### src/usb_irq_consts.svh
// Offsets, bit positions and reset values of the USB interrupt enable and address block
`ifndef USB_IRQ_CONSTS_SVH
`define USB_IRQ_CONSTS_SVH

`define DATA_W 32
`define OFS_W 8
`define EVENT_W 8
`define DEV_ADDR_W 7

`define OFS_IRQ_ENABLE 8'h00
`define OFS_DEV_ADDR 8'h04
`define OFS_IRQ_STATUS 8'h08
`define OFS_IRQ_CLEAR 8'h0C
`define OFS_MODE 8'h10

`define BIT_STALL 7
`define BIT_ATTACH 6
`define BIT_RESUME 5
`define BIT_IDLE 4
`define BIT_TOKEN_DONE 3
`define BIT_FRAME_START 2
`define BIT_ERROR 1
`define BIT_RESET_DETACH 0

`define BIT_LOW_SPEED 7
`define BIT_HOST_MODE 0

`define RESET_BYTE 8'h00
`define RESET_WORD 32'h0000_0000
`define UPPER_ZERO 24'h00_0000

`endif

### src/usb_irq_pkg.sv
// Types shared by the USB interrupt enable and address block
package usb_irq_pkg;

	typedef logic [7:0] event_vec_t;
	typedef logic [6:0] dev_addr_t;

	typedef enum logic [1:0]
	{
		BUS_IDLE = 2'h1,
		BUS_ACK = 2'h2
	} bus_state_t;

endpackage : usb_irq_pkg

### src/usb_irq_enable_and_address.sv
// USB interrupt enable gating, event status and device address registers on Wishbone
//
// The Wishbone register port and the register offsets were decided locally.
`include "usb_irq_consts.svh"

module usb_irq_enable_and_address #(
	parameter int ADDR_W = 8
) (
	// Clock and reset
	input wire logic clk_in,
	input wire logic rst_n_in,
	// Wishbone slave
	input wire logic wb_cyc_in,
	input wire logic wb_stb_in,
	input wire logic wb_we_in,
	input wire logic [ADDR_W-1:0] wb_adr_in,
	input wire logic [3:0] wb_sel_in,
	input wire logic [`DATA_W-1:0] wb_dat_in,
	output logic [`DATA_W-1:0] wb_dat_out,
	output logic wb_ack_out,
	// Event pulses from the USB core
	input wire logic stall_event_in,
	input wire logic attach_event_in,
	input wire logic resume_event_in,
	input wire logic idle_event_in,
	input wire logic token_done_event_in,
	input wire logic frame_start_event_in,
	input wire logic error_event_in,
	input wire logic bus_reset_event_in,
	input wire logic detach_event_in,
	// Interrupt and configuration outputs
	output logic usb_irq_out,
	output logic low_speed_select_out,
	output usb_irq_pkg::dev_addr_t device_address_out,
	output logic host_mode_out
);
	import usb_irq_pkg::*;

	if (ADDR_W < `OFS_W)
	begin : addr_check
		$error("address bus too narrow for the register map");
	end

	bus_state_t bus_state;
	event_vec_t usb_irq_enable;
	event_vec_t event_raw;
	event_vec_t clear_vec;
	event_vec_t status_flags;
	logic bus_take;
	logic wr_take;

	// Full address compare so that aliases above the map stay unmapped
	function automatic logic reg_hit(input logic [ADDR_W-1:0] adr, input logic [`OFS_W-1:0] ofs);
		return adr == ADDR_W'(ofs);
	endfunction : reg_hit

	assign bus_take = wb_cyc_in && wb_stb_in && (bus_state == BUS_IDLE);
	// All registers live in byte lane 0; other lanes carry nothing
	assign wr_take = bus_take && wb_we_in && wb_sel_in[0];

	// Bus handshake: one wait state, ack for one cycle
	always_ff @(posedge clk_in or negedge rst_n_in)
	begin
		if (!rst_n_in)
		begin
			bus_state <= BUS_IDLE;
			wb_ack_out <= 1'b0;
		end
		else
		begin
			case (bus_state)
				BUS_IDLE:
				begin
					if (wb_cyc_in && wb_stb_in)
					begin
						bus_state <= BUS_ACK;
						wb_ack_out <= 1'b1;
					end
				end
				BUS_ACK:
				begin
					bus_state <= BUS_IDLE;
					wb_ack_out <= 1'b0;
				end
				default:
				begin
					bus_state <= BUS_IDLE;
					wb_ack_out <= 1'b0;
				end
			endcase
		end
	end

	// Read data captured with the request; unmapped offsets read zero
	always_ff @(posedge clk_in or negedge rst_n_in)
	begin
		if (!rst_n_in)
			wb_dat_out <= `RESET_WORD;
		else if (bus_take && !wb_we_in)
		begin
			if (reg_hit(wb_adr_in, `OFS_IRQ_ENABLE))
				wb_dat_out <= {`UPPER_ZERO, usb_irq_enable};
			else if (reg_hit(wb_adr_in, `OFS_DEV_ADDR))
				wb_dat_out <= {`UPPER_ZERO, low_speed_select_out, device_address_out};
			else if (reg_hit(wb_adr_in, `OFS_IRQ_STATUS))
				wb_dat_out <= {`UPPER_ZERO, status_flags};
			else if (reg_hit(wb_adr_in, `OFS_MODE))
				wb_dat_out <= {`UPPER_ZERO, 7'h00, host_mode_out};
			else
				wb_dat_out <= `RESET_WORD;
		end
	end

	// Interrupt enable register, low byte only
	always_ff @(posedge clk_in or negedge rst_n_in)
	begin
		if (!rst_n_in)
			usb_irq_enable <= `RESET_BYTE;
		else if (wr_take && reg_hit(wb_adr_in, `OFS_IRQ_ENABLE))
			usb_irq_enable <= wb_dat_in[`EVENT_W-1:0];
	end

	// Device address and speed select
	always_ff @(posedge clk_in or negedge rst_n_in)
	begin
		if (!rst_n_in)
		begin
			low_speed_select_out <= 1'b0;
			device_address_out <= '0;
		end
		else if (wr_take && reg_hit(wb_adr_in, `OFS_DEV_ADDR))
		begin
			low_speed_select_out <= wb_dat_in[`BIT_LOW_SPEED];
			device_address_out <= wb_dat_in[`DEV_ADDR_W-1:0];
		end
	end

	// Host or device role of the shared bit 0 source
	always_ff @(posedge clk_in or negedge rst_n_in)
	begin
		if (!rst_n_in)
			host_mode_out <= 1'b0;
		else if (wr_take && reg_hit(wb_adr_in, `OFS_MODE))
			host_mode_out <= wb_dat_in[`BIT_HOST_MODE];
	end

	// Event sources mapped onto the enable layout
	always_comb
	begin
		event_raw = '0;
		event_raw[`BIT_STALL] = stall_event_in;
		event_raw[`BIT_ATTACH] = attach_event_in;
		event_raw[`BIT_RESUME] = resume_event_in;
		event_raw[`BIT_IDLE] = idle_event_in;
		event_raw[`BIT_TOKEN_DONE] = token_done_event_in;
		event_raw[`BIT_FRAME_START] = frame_start_event_in;
		event_raw[`BIT_ERROR] = error_event_in;
		// Bus reset means nothing to a host, detach nothing to a device
		event_raw[`BIT_RESET_DETACH] = host_mode_out ? detach_event_in : bus_reset_event_in;
	end

	// Clear register is write-only: a one clears, a zero leaves alone
	always_comb
	begin
		clear_vec = '0;
		if (wr_take && reg_hit(wb_adr_in, `OFS_IRQ_CLEAR))
			clear_vec = wb_dat_in[`EVENT_W-1:0];
	end

	event_flags #(
		.WIDTH(`EVENT_W)
	) flags_bank (
		.clk_in(clk_in),
		.rst_n_in(rst_n_in),
		.set_in(event_raw),
		.clear_in(clear_vec),
		.flags_out(status_flags)
	);

	// Flags always record; only the enable decides what reaches the pin
	always_ff @(posedge clk_in or negedge rst_n_in)
	begin
		if (!rst_n_in)
			usb_irq_out <= 1'b0;
		else
			usb_irq_out <= |(status_flags & usb_irq_enable);
	end

	stall_gate_a : assert property (@(posedge clk_in) disable iff (!rst_n_in)
		(status_flags[`BIT_STALL] && usb_irq_enable[`BIT_STALL]) |=> usb_irq_out)
		else $error("enabled stall flag gave no interrupt");

	attach_gate_a : assert property (@(posedge clk_in) disable iff (!rst_n_in)
		(status_flags[`BIT_ATTACH] && usb_irq_enable[`BIT_ATTACH]) |=> usb_irq_out)
		else $error("enabled attach flag gave no interrupt");

	resume_gate_a : assert property (@(posedge clk_in) disable iff (!rst_n_in)
		(status_flags[`BIT_RESUME] && usb_irq_enable[`BIT_RESUME]) |=> usb_irq_out)
		else $error("enabled resume flag gave no interrupt");

	idle_gate_a : assert property (@(posedge clk_in) disable iff (!rst_n_in)
		(status_flags[`BIT_IDLE] && usb_irq_enable[`BIT_IDLE]) |=> usb_irq_out)
		else $error("enabled idle flag gave no interrupt");

	token_gate_a : assert property (@(posedge clk_in) disable iff (!rst_n_in)
		$rose(status_flags[`BIT_TOKEN_DONE]) && usb_irq_enable[`BIT_TOKEN_DONE] |=> usb_irq_out)
		else $error("token completion gave no interrupt");

	frame_gate_a : assert property (@(posedge clk_in) disable iff (!rst_n_in)
		(status_flags[`BIT_FRAME_START] && usb_irq_enable[`BIT_FRAME_START]) |=> usb_irq_out)
		else $error("enabled frame start flag gave no interrupt");

	error_gate_a : assert property (@(posedge clk_in) disable iff (!rst_n_in)
		(status_flags[`BIT_ERROR] && usb_irq_enable[`BIT_ERROR]) |=> usb_irq_out)
		else $error("enabled error flag gave no interrupt");

	error_masked_a : assert property (@(posedge clk_in) disable iff (!rst_n_in)
		(!usb_irq_enable[`BIT_ERROR] && (status_flags & usb_irq_enable) == '0) |=> !usb_irq_out)
		else $error("masked event raised the interrupt");

	reset_source_a : assert property (@(posedge clk_in) disable iff (!rst_n_in)
		(bus_reset_event_in && !host_mode_out) |=> status_flags[`BIT_RESET_DETACH])
		else $error("bus reset not recorded in device mode");

	detach_source_a : assert property (@(posedge clk_in) disable iff (!rst_n_in)
		(host_mode_out && bus_reset_event_in && !detach_event_in && !status_flags[`BIT_RESET_DETACH])
		|=> !status_flags[`BIT_RESET_DETACH])
		else $error("bus reset recorded in host mode");

	upper_zero_a : assert property (@(posedge clk_in) disable iff (!rst_n_in)
		wb_ack_out |-> (wb_dat_out[`DATA_W-1:`EVENT_W] == `UPPER_ZERO))
		else $error("upper read bits not zero");

	addr_write_a : assert property (@(posedge clk_in) disable iff (!rst_n_in)
		(wr_take && reg_hit(wb_adr_in, `OFS_DEV_ADDR))
		|=> (device_address_out == $past(wb_dat_in[`DEV_ADDR_W-1:0]))
		&& (low_speed_select_out == $past(wb_dat_in[`BIT_LOW_SPEED])))
		else $error("address register write lost");

	ack_pulse_a : assert property (@(posedge clk_in) disable iff (!rst_n_in)
		(wb_cyc_in && wb_stb_in && !wb_ack_out) |=> wb_ack_out ##1 !wb_ack_out)
		else $error("ack not a single pulse after request");

	// Register contents follow only their own writes
	enable_write_a : assert property (@(posedge clk_in) disable iff (!rst_n_in)
		(wr_take && reg_hit(wb_adr_in, `OFS_IRQ_ENABLE))
		|=> (usb_irq_enable == $past(wb_dat_in[`EVENT_W-1:0])))
		else $error("enable register write lost");

	enable_hold_a : assert property (@(posedge clk_in) disable iff (!rst_n_in)
		!(wr_take && reg_hit(wb_adr_in, `OFS_IRQ_ENABLE)) |=> $stable(usb_irq_enable))
		else $error("enable register changed without a write");

	addr_hold_a : assert property (@(posedge clk_in) disable iff (!rst_n_in)
		!(wr_take && reg_hit(wb_adr_in, `OFS_DEV_ADDR))
		|=> ($stable(device_address_out) && $stable(low_speed_select_out)))
		else $error("address register changed without a write");

	mode_write_a : assert property (@(posedge clk_in) disable iff (!rst_n_in)
		(wr_take && reg_hit(wb_adr_in, `OFS_MODE)) |=> (host_mode_out == $past(wb_dat_in[`BIT_HOST_MODE])))
		else $error("mode register write lost");

	mode_hold_a : assert property (@(posedge clk_in) disable iff (!rst_n_in)
		!(wr_take && reg_hit(wb_adr_in, `OFS_MODE)) |=> $stable(host_mode_out))
		else $error("mode register changed without a write");

	// A write that leaves lane zero off must not touch any register
	lane_guard_a : assert property (@(posedge clk_in) disable iff (!rst_n_in)
		(bus_take && wb_we_in && !wb_sel_in[0])
		|=> ($stable(usb_irq_enable) && $stable(device_address_out) && $stable(host_mode_out)))
		else $error("write without lane zero changed a register");

	read_keeps_a : assert property (@(posedge clk_in) disable iff (!rst_n_in)
		(bus_take && !wb_we_in)
		|=> ($stable(usb_irq_enable) && $stable(device_address_out) && $stable(host_mode_out)))
		else $error("read changed a register");

	// Read path and handshake
	enable_read_a : assert property (@(posedge clk_in) disable iff (!rst_n_in)
		(bus_take && !wb_we_in && reg_hit(wb_adr_in, `OFS_IRQ_ENABLE))
		|=> (wb_dat_out == {`UPPER_ZERO, $past(usb_irq_enable)}))
		else $error("enable register read wrong");

	addr_read_a : assert property (@(posedge clk_in) disable iff (!rst_n_in)
		(bus_take && !wb_we_in && reg_hit(wb_adr_in, `OFS_DEV_ADDR))
		|=> (wb_dat_out == {`UPPER_ZERO, $past(low_speed_select_out), $past(device_address_out)}))
		else $error("address register read wrong");

	status_read_a : assert property (@(posedge clk_in) disable iff (!rst_n_in)
		(bus_take && !wb_we_in && reg_hit(wb_adr_in, `OFS_IRQ_STATUS))
		|=> (wb_dat_out == {`UPPER_ZERO, $past(status_flags)}))
		else $error("status register read wrong");

	data_hold_a : assert property (@(posedge clk_in) disable iff (!rst_n_in)
		!(bus_take && !wb_we_in) |=> $stable(wb_dat_out))
		else $error("read data changed without a read");

	ack_idle_a : assert property (@(posedge clk_in) disable iff (!rst_n_in)
		(!(wb_cyc_in && wb_stb_in) && !wb_ack_out) |=> !wb_ack_out)
		else $error("ack without a request");

	ack_drop_a : assert property (@(posedge clk_in) disable iff (!rst_n_in)
		wb_ack_out |=> !wb_ack_out)
		else $error("ack held longer than one cycle");

	state_onehot_a : assert property (@(posedge clk_in) disable iff (!rst_n_in)
		$onehot(bus_state))
		else $error("bus state not one-hot");

	// Whole-word view of the gating, so a per-bit slip cannot hide behind the per-source checks
	irq_match_a : assert property (@(posedge clk_in) disable iff (!rst_n_in)
		usb_irq_out == $past(|(status_flags & usb_irq_enable)))
		else $error("interrupt not the gated OR of the flags");

	clear_write_a : assert property (@(posedge clk_in) disable iff (!rst_n_in)
		(wr_take && reg_hit(wb_adr_in, `OFS_IRQ_CLEAR) && (event_raw == '0))
		|=> ((status_flags & $past(wb_dat_in[`EVENT_W-1:0])) == '0))
		else $error("clear write left a flag set");

	flags_quiet_a : assert property (@(posedge clk_in) disable iff (!rst_n_in)
		((event_raw == '0) && (clear_vec == '0)) |=> $stable(status_flags))
		else $error("status changed with no event and no clear");

	// Status bit 0 source follows the mode
	device_detach_a : assert property (@(posedge clk_in) disable iff (!rst_n_in)
		(!host_mode_out && detach_event_in && !bus_reset_event_in && !status_flags[`BIT_RESET_DETACH])
		|=> !status_flags[`BIT_RESET_DETACH])
		else $error("detach recorded in device mode");

	host_detach_a : assert property (@(posedge clk_in) disable iff (!rst_n_in)
		(detach_event_in && host_mode_out) |=> status_flags[`BIT_RESET_DETACH])
		else $error("detach not recorded in host mode");

endmodule : usb_irq_enable_and_address

### src/event_flags.sv
// Sticky event flag bank with set-over-clear priority
module event_flags #(
	parameter int WIDTH = 8
) (
	// Clock and reset
	input wire logic clk_in,
	input wire logic rst_n_in,
	// Set pulses and clear mask
	input wire logic [WIDTH-1:0] set_in,
	input wire logic [WIDTH-1:0] clear_in,
	// Flags
	output logic [WIDTH-1:0] flags_out
);

	if (WIDTH < 1)
	begin : width_check
		$error("event_flags needs at least one flag");
	end

	// An event landing on the clear cycle survives
	always_ff @(posedge clk_in or negedge rst_n_in)
	begin
		if (!rst_n_in)
			flags_out <= '0;
		else
			flags_out <= (flags_out & ~clear_in) | set_in;
	end

	set_wins_a : assert property (@(posedge clk_in) disable iff (!rst_n_in)
		(set_in != '0) |=> ((flags_out & $past(set_in)) == $past(set_in)))
		else $error("set pulse lost to clear");

	clear_acts_a : assert property (@(posedge clk_in) disable iff (!rst_n_in)
		((clear_in & ~set_in) != '0) |=> ((flags_out & $past(clear_in & ~set_in)) == '0))
		else $error("cleared flag still set");

endmodule : event_flags

### config.mk
export PLATFORM = sky130hd
export DESIGN_NAME = usb_irq_enable_and_address
export DESIGN_NICKNAME = d
export VERILOG_FILES = /design/src/usb_irq_pkg.sv /design/src/usb_irq_enable_and_address.sv /design/src/event_flags.sv
export VERILOG_INCLUDE_DIRS = /design/src
export SDC_FILE = /design/constraint.sdc
export NUM_CORES = 1
export LEC_CHECK = 0
export BUFFER_PORTS_ARGS = -buffer_cell sky130_fd_sc_hd__clkbuf_2
export CORE_ASPECT_RATIO = 1.5
export CORE_MARGIN = 2
export CORE_UTILIZATION = 25
export DETAILED_ROUTE_END_ITERATION = 8
export GPL_ROUTABILITY_DRIVEN = 0
export PLACE_DENSITY = 0.5
export SLEW_MARGIN = 0
export SYNTH_ARGS = -nofsm -noshare
export SYNTH_HDL_FRONTEND = slang
export SYNTH_SLANG_ARGS = --single-unit
### constraint.sdc
create_clock -name clk_in -period 1.82 [get_ports clk_in]
set_input_delay 0.364 -clock clk_in [delete_from_list [all_inputs] [get_ports clk_in]]
set_output_delay 0.364 -clock clk_in [all_outputs]
set_load 0.02 [all_outputs]
# == Word level (Yosys, flattened, before mapping) ==
# Cells that the tools add are included.
# classes
n_bitwise,4
n_mux,10
reduce_logical,12
eq_ne,6
# op_table
operator,count
$mux W8,4
$and A8 B8 Y8,2
$eq A8 B4 Y1 const B,2
$logic_and A1 B1 Y1,9
$eq A8 B3 Y1 const B,1
$eq A8 B5 Y1 const B,1
$logic_not A8 Y1,1
$not A8 Y8,1
$or A8 B8 Y8,1
$reduce_or A8 Y1,1
$mux W1,4
$mux W2,2
$eq A2 B1 Y1 const B,1
$ne A2 B2 Y1 const B,1
$logic_not A1 Y1,1
# totals
input_bits,58
elab_cells,41
reg_bits,61

# == Logic depth before layout (Yosys ltp) ==
# logic_depth
depth_word,9
depth_mapped,5
depth_no_buf,4

# == Cells and area by module ==
# From an unflattened synthesis, not the netlist that was laid out.
# hier_totals
hier_cells,170
hier_area_um2,1863.0
# modules_own_cells
module,instances,seq_area_each_um2,area_per_inst_um2,cells_each
usb_irq_enable_and_address,1,701.9,1572.8,146
event_flags,1,200.2,290.3,24

# == Worst setup path after synthesis ==
# Ideal clock, no wire load.
# synth_path
path_type,reg-to-reg
startpoint,"reg, netlist name wb_ack_out"
endpoint,reg usb_irq_enable[0]
setup_time_ns,0.125
t_required_ns,1.695
stages_incl_launch_ff,5
path_slack_ns,-0.084
t_arrival_ns,1.779
path_cell_list,dfrtp_1 -> nand4b_4 -> or4_4 -> nor3_4 -> mux2_2
# synth_rtl
element,line_no,rtl
to (signal assigned),usb_irq_enable_and_address.sv:118,usb_irq_enable <= `RESET_BYTE;
to (signal assigned),usb_irq_enable_and_address.sv:120,usb_irq_enable <= wb_dat_in[`EVENT_W-1:0];
to (decl),usb_irq_enable_and_address.sv:45,event_vec_t usb_irq_enable;

# == Worst setup path after layout ==
# layout_path
startpoint,reg bus_state[0]
endpoint,reg usb_irq_enable[1]
# layout_between
elab_chain_cells,5
# layout_lines
element,line_no,rtl
from (decl),usb_irq_enable_and_address.sv:44,bus_state_t bus_state;
from (signal assigned),usb_irq_enable_and_address.sv:66,bus_state <= BUS_IDLE;
from (signal assigned),usb_irq_enable_and_address.sv:76,bus_state <= BUS_ACK;
from (signal assigned),usb_irq_enable_and_address.sv:82,bus_state <= BUS_IDLE;
$eq A2 B1 Y1,usb_irq_enable_and_address.sv:57,assign bus_take = wb_cyc_in && wb_stb_in && (bus_state == BUS_IDLE);
$logic_and A1 B1 Y1,usb_irq_enable_and_address.sv:57,
$logic_and A1 B1 Y1 (2 in series),usb_irq_enable_and_address.sv:59,assign wr_take = bus_take && wb_we_in && wb_sel_in[0];
$logic_and A1 B1 Y1,usb_irq_enable_and_address.sv:119,"else if (wr_take && reg_hit(wb_adr_in, `OFS_IRQ_ENABLE))"
# Every way passes these cells.
# A chain may end at the register's enable or synchronous reset.

==> results.md <==
* Vias per std cell at slightly above 4
* Worst r2r dst: usb_irq_enable[1]
* Crit Path Class: reg -> reg
* GRT Total Usage at 11.3%
* Number of buffers added on ports at between 40 and 50
* Flops & latches, synth at 36
* Clock latency on the worst-skew pair at 0.29 ns
* Post-layout net count at around 290
* Synth Flop Type: dfrtp_1
* IO Pins at 101
* Iteration-0 DRC Markers at 50
* Hpwl dp at roughly 3.2 mm
* Gr ovfl total at 0
* Final worst path period need at approximately 1.9 ns
* Setup total negative slack at -0.792 ns
* RSZ-0062 raised after global routing: yes
* Layout cells sized above 1 at 40.7%
* Die extent in x at roughly 74 um
* Crit path capture type: register
* Most common cell after layout, fill and taps aside: clkbuf_2
* Initial antenna violation count at 0
* Total Wirelength at around 4.1 mm
* Initial core utilization at roughly 26%
* Overall power at 1.69 mW
* Met1 GRT Util at a little over an eighth
* Top cell type's share of synthesized area at around 47%
* Final hold viol count at 0
* Synth-to-Final Area Change at 27.5%
* FMAX at 0.520 GHz
* Data required, critical path at just under 2 ns
* Register area at between 900 and 1000 sq um
* Largest net degree at the start of global routing at 37
* Leading area contributor after synthesis: dfrtp_1
* Slew Viols, Final at 0
* Core ar. at 7180 sq um
* Post-Synthesis Cells at between 150 and 200
* Critical path peak fanout at 8
* First-pass GRT wire length at roughly 6.8 mm
* Die Area at between 8000 and 9000 sq um
* Setup slack, reg-to-reg at -0.10 ns
* Root Buffer: clkbuf_8
* Worst-path clk slew at around 0.070 ns
* Mean Syn Cell Area at between 10 and 15 sq um
* Outcome: finished with violations
* P_leak at around 1.2 nW
* P per Cell Area at 718 nW/um^2
* Number of global-route vias before repair at 1,408
* Drt wl/cell at roughly 12 um
* Max_cap viols at 0
* DR pass1 iterations at 4
* Met2 Usage GRT at approximately a fifth
* Worst path arrival time at 2.10 ns
* Sequential share of the synthesized area at between 40% and 50%
* Detailed-route via count at about 1,400
* Worst Hold Class: in -> async
* Clock Path Buffers at 2
* Failing checks: setup timing
* Worst r2r path cells at 5
* Height of the die at ~110 um
* CTS Buf Count at 5
* Num rows at 38
* Clk_skew at roughly 0.0046 ns
* Clock sink total at 36
* Area of the multi-input gates at 806 sq um
* Reg2reg start: bus_state[0]
* Final setup vio count at 8
* Post-synth EDFFs at 0
* Fillcell total at 766
* Async SR Flop Fraction at 100%
* Max VDD drop at between 0.2 and 0.25 mV
* H-tree Lvls at 2
* Antenna Diode Count at 0
* Synth warn at 0
* Final period utilization at 106%
* Drt drc at 0
* Top cells by area, synth: dfrtp_1 47%, mux2_2 10%, buf_4 9.8%
* CTS tree: done
* ANT nets after route at 0
* Setup crit start kind: register
* Met3 Use GR at between 2 and 3%
* Final setup margin at -0.104 ns
* Synth Cell Area at approximately 1800 sq um
* Busiest grt layer: met2
* Yosys cell types at 32
* Most frequent cells in the layout: 49 x clkbuf_2, 34 x dfrtp_1, 24 x conb_1, 18 x nor2_1, 16 x mux2_2
## where the power goes
group | switching (mW) | internal (mW) | total (mW)
registers | 0.00426 | 0.808 | 0.812
clock network | 0.288 | 0.405 | 0.693
logic | 0.123 | 0.0618 | 0.185
total | 0.415 | 1.27 | 1.69
## synthesized netlist by cell type, types with 2 or more instances
master / number
dfrtp_1: 35
o21ai_0: 8
mux2_2: 17
buf_2: 2
or4_4: 2
or2_2: 2
nand4_1: 2
mux2i_1: 9
inv_1: 9
buf_4: 24
a31oi_1: 7
nand2_1: 9
a22oi_1: 4
a21oi_1: 7
nor2_1: 18
## logic make-up (layout without fill, tap and decap cells)
logic type	count (synthesis)	count (layout)	share of synthesized area, %
multiplexers	26	26	15.3
other	1	24	0.203
AO/OA/AOI/OAI	29	29	9.43
buffers and inverters	37	78	12.6
AND/OR/NAND/NOR	43	43	13.6
flip-flops	36	36	48.9
## worst max path at each step
stage	from	to	slack, ns	cells after the start
floorplan	wb_ack_out	usb_irq_enable[0]	-0.07	4
global placement	bus_state[0]	usb_irq_enable[1]	-0.10	5
detailed placement	bus_state[0]	usb_irq_enable[7]	-0.13	5
CTS	bus_state[0]	usb_irq_enable[1]	-0.11	5
global route	bus_state[0]	usb_irq_enable[1]	-0.14	5
finish	bus_state[0]	usb_irq_enable[1]	-0.10	5
## cell type report
class	count	share of cell area, %
inverters	9	1.44
repair buffers	61	15.9
clock buffers	5	2.93
flip-flops and latches	36	38.4
well taps	100	5.32
multi-input cells	122	34.3
clock inverters	3	1.81
## critical path, stage by stage (launching register included)
cell and delay [ns]:
dfstp_2 0.54, nand4b_4 0.10, or4_4 0.51, nor3_4 0.18
buf_12 0.16, mux2_2 0.32
## sequential cells by signal, summed over array words and instances, names as in the netlist
signal and count:
bus_state 1, host_mode_out 1, device_address_out 7, wb_ack_out 1, low_speed_select_out 1, flags_bank.flags_out 8
usb_irq_enable 8, wb_dat_out 8, usb_irq_out 1
## per-stage QoR
step / cell area (sq um) / setup slack [ns] / utilization (%) / hold WS [ns] / std cells
after CTS: 2340 / -0.111 / 32.6 / 0.123 / 336
after global placement: 2220 / -0.103 / 31.0 / 0.437 / 327
final: 2350 / -0.104 / 32.8 / 0.108 / 336
after floorplan: 1930 / -0.0669 / - / 0.0684 / 195
after global routing: 2350 / -0.145 / 32.8 / 0.160 / 336
after detailed placement: 2220 / -0.129 / 31.0 / 0.438 / 327
## metal layers
metal | vias up | part of all wire [%]
met5 | - | 0
met3 | 7 | 6.0
met2 | 45 | 51
met4 | 0 | 2.2
met1 | 634 | 41
li1 | 679 | -
## repair_timing
item / 4_1_cts / 5_1_grt
setup buffers: 1 / 0
endpoints found under the setup margin: 8 / 15
hold buffers: 0 / 0
gates resized for setup: 0 / 2
Note: power is estimated with default switching activity, not from simulation.
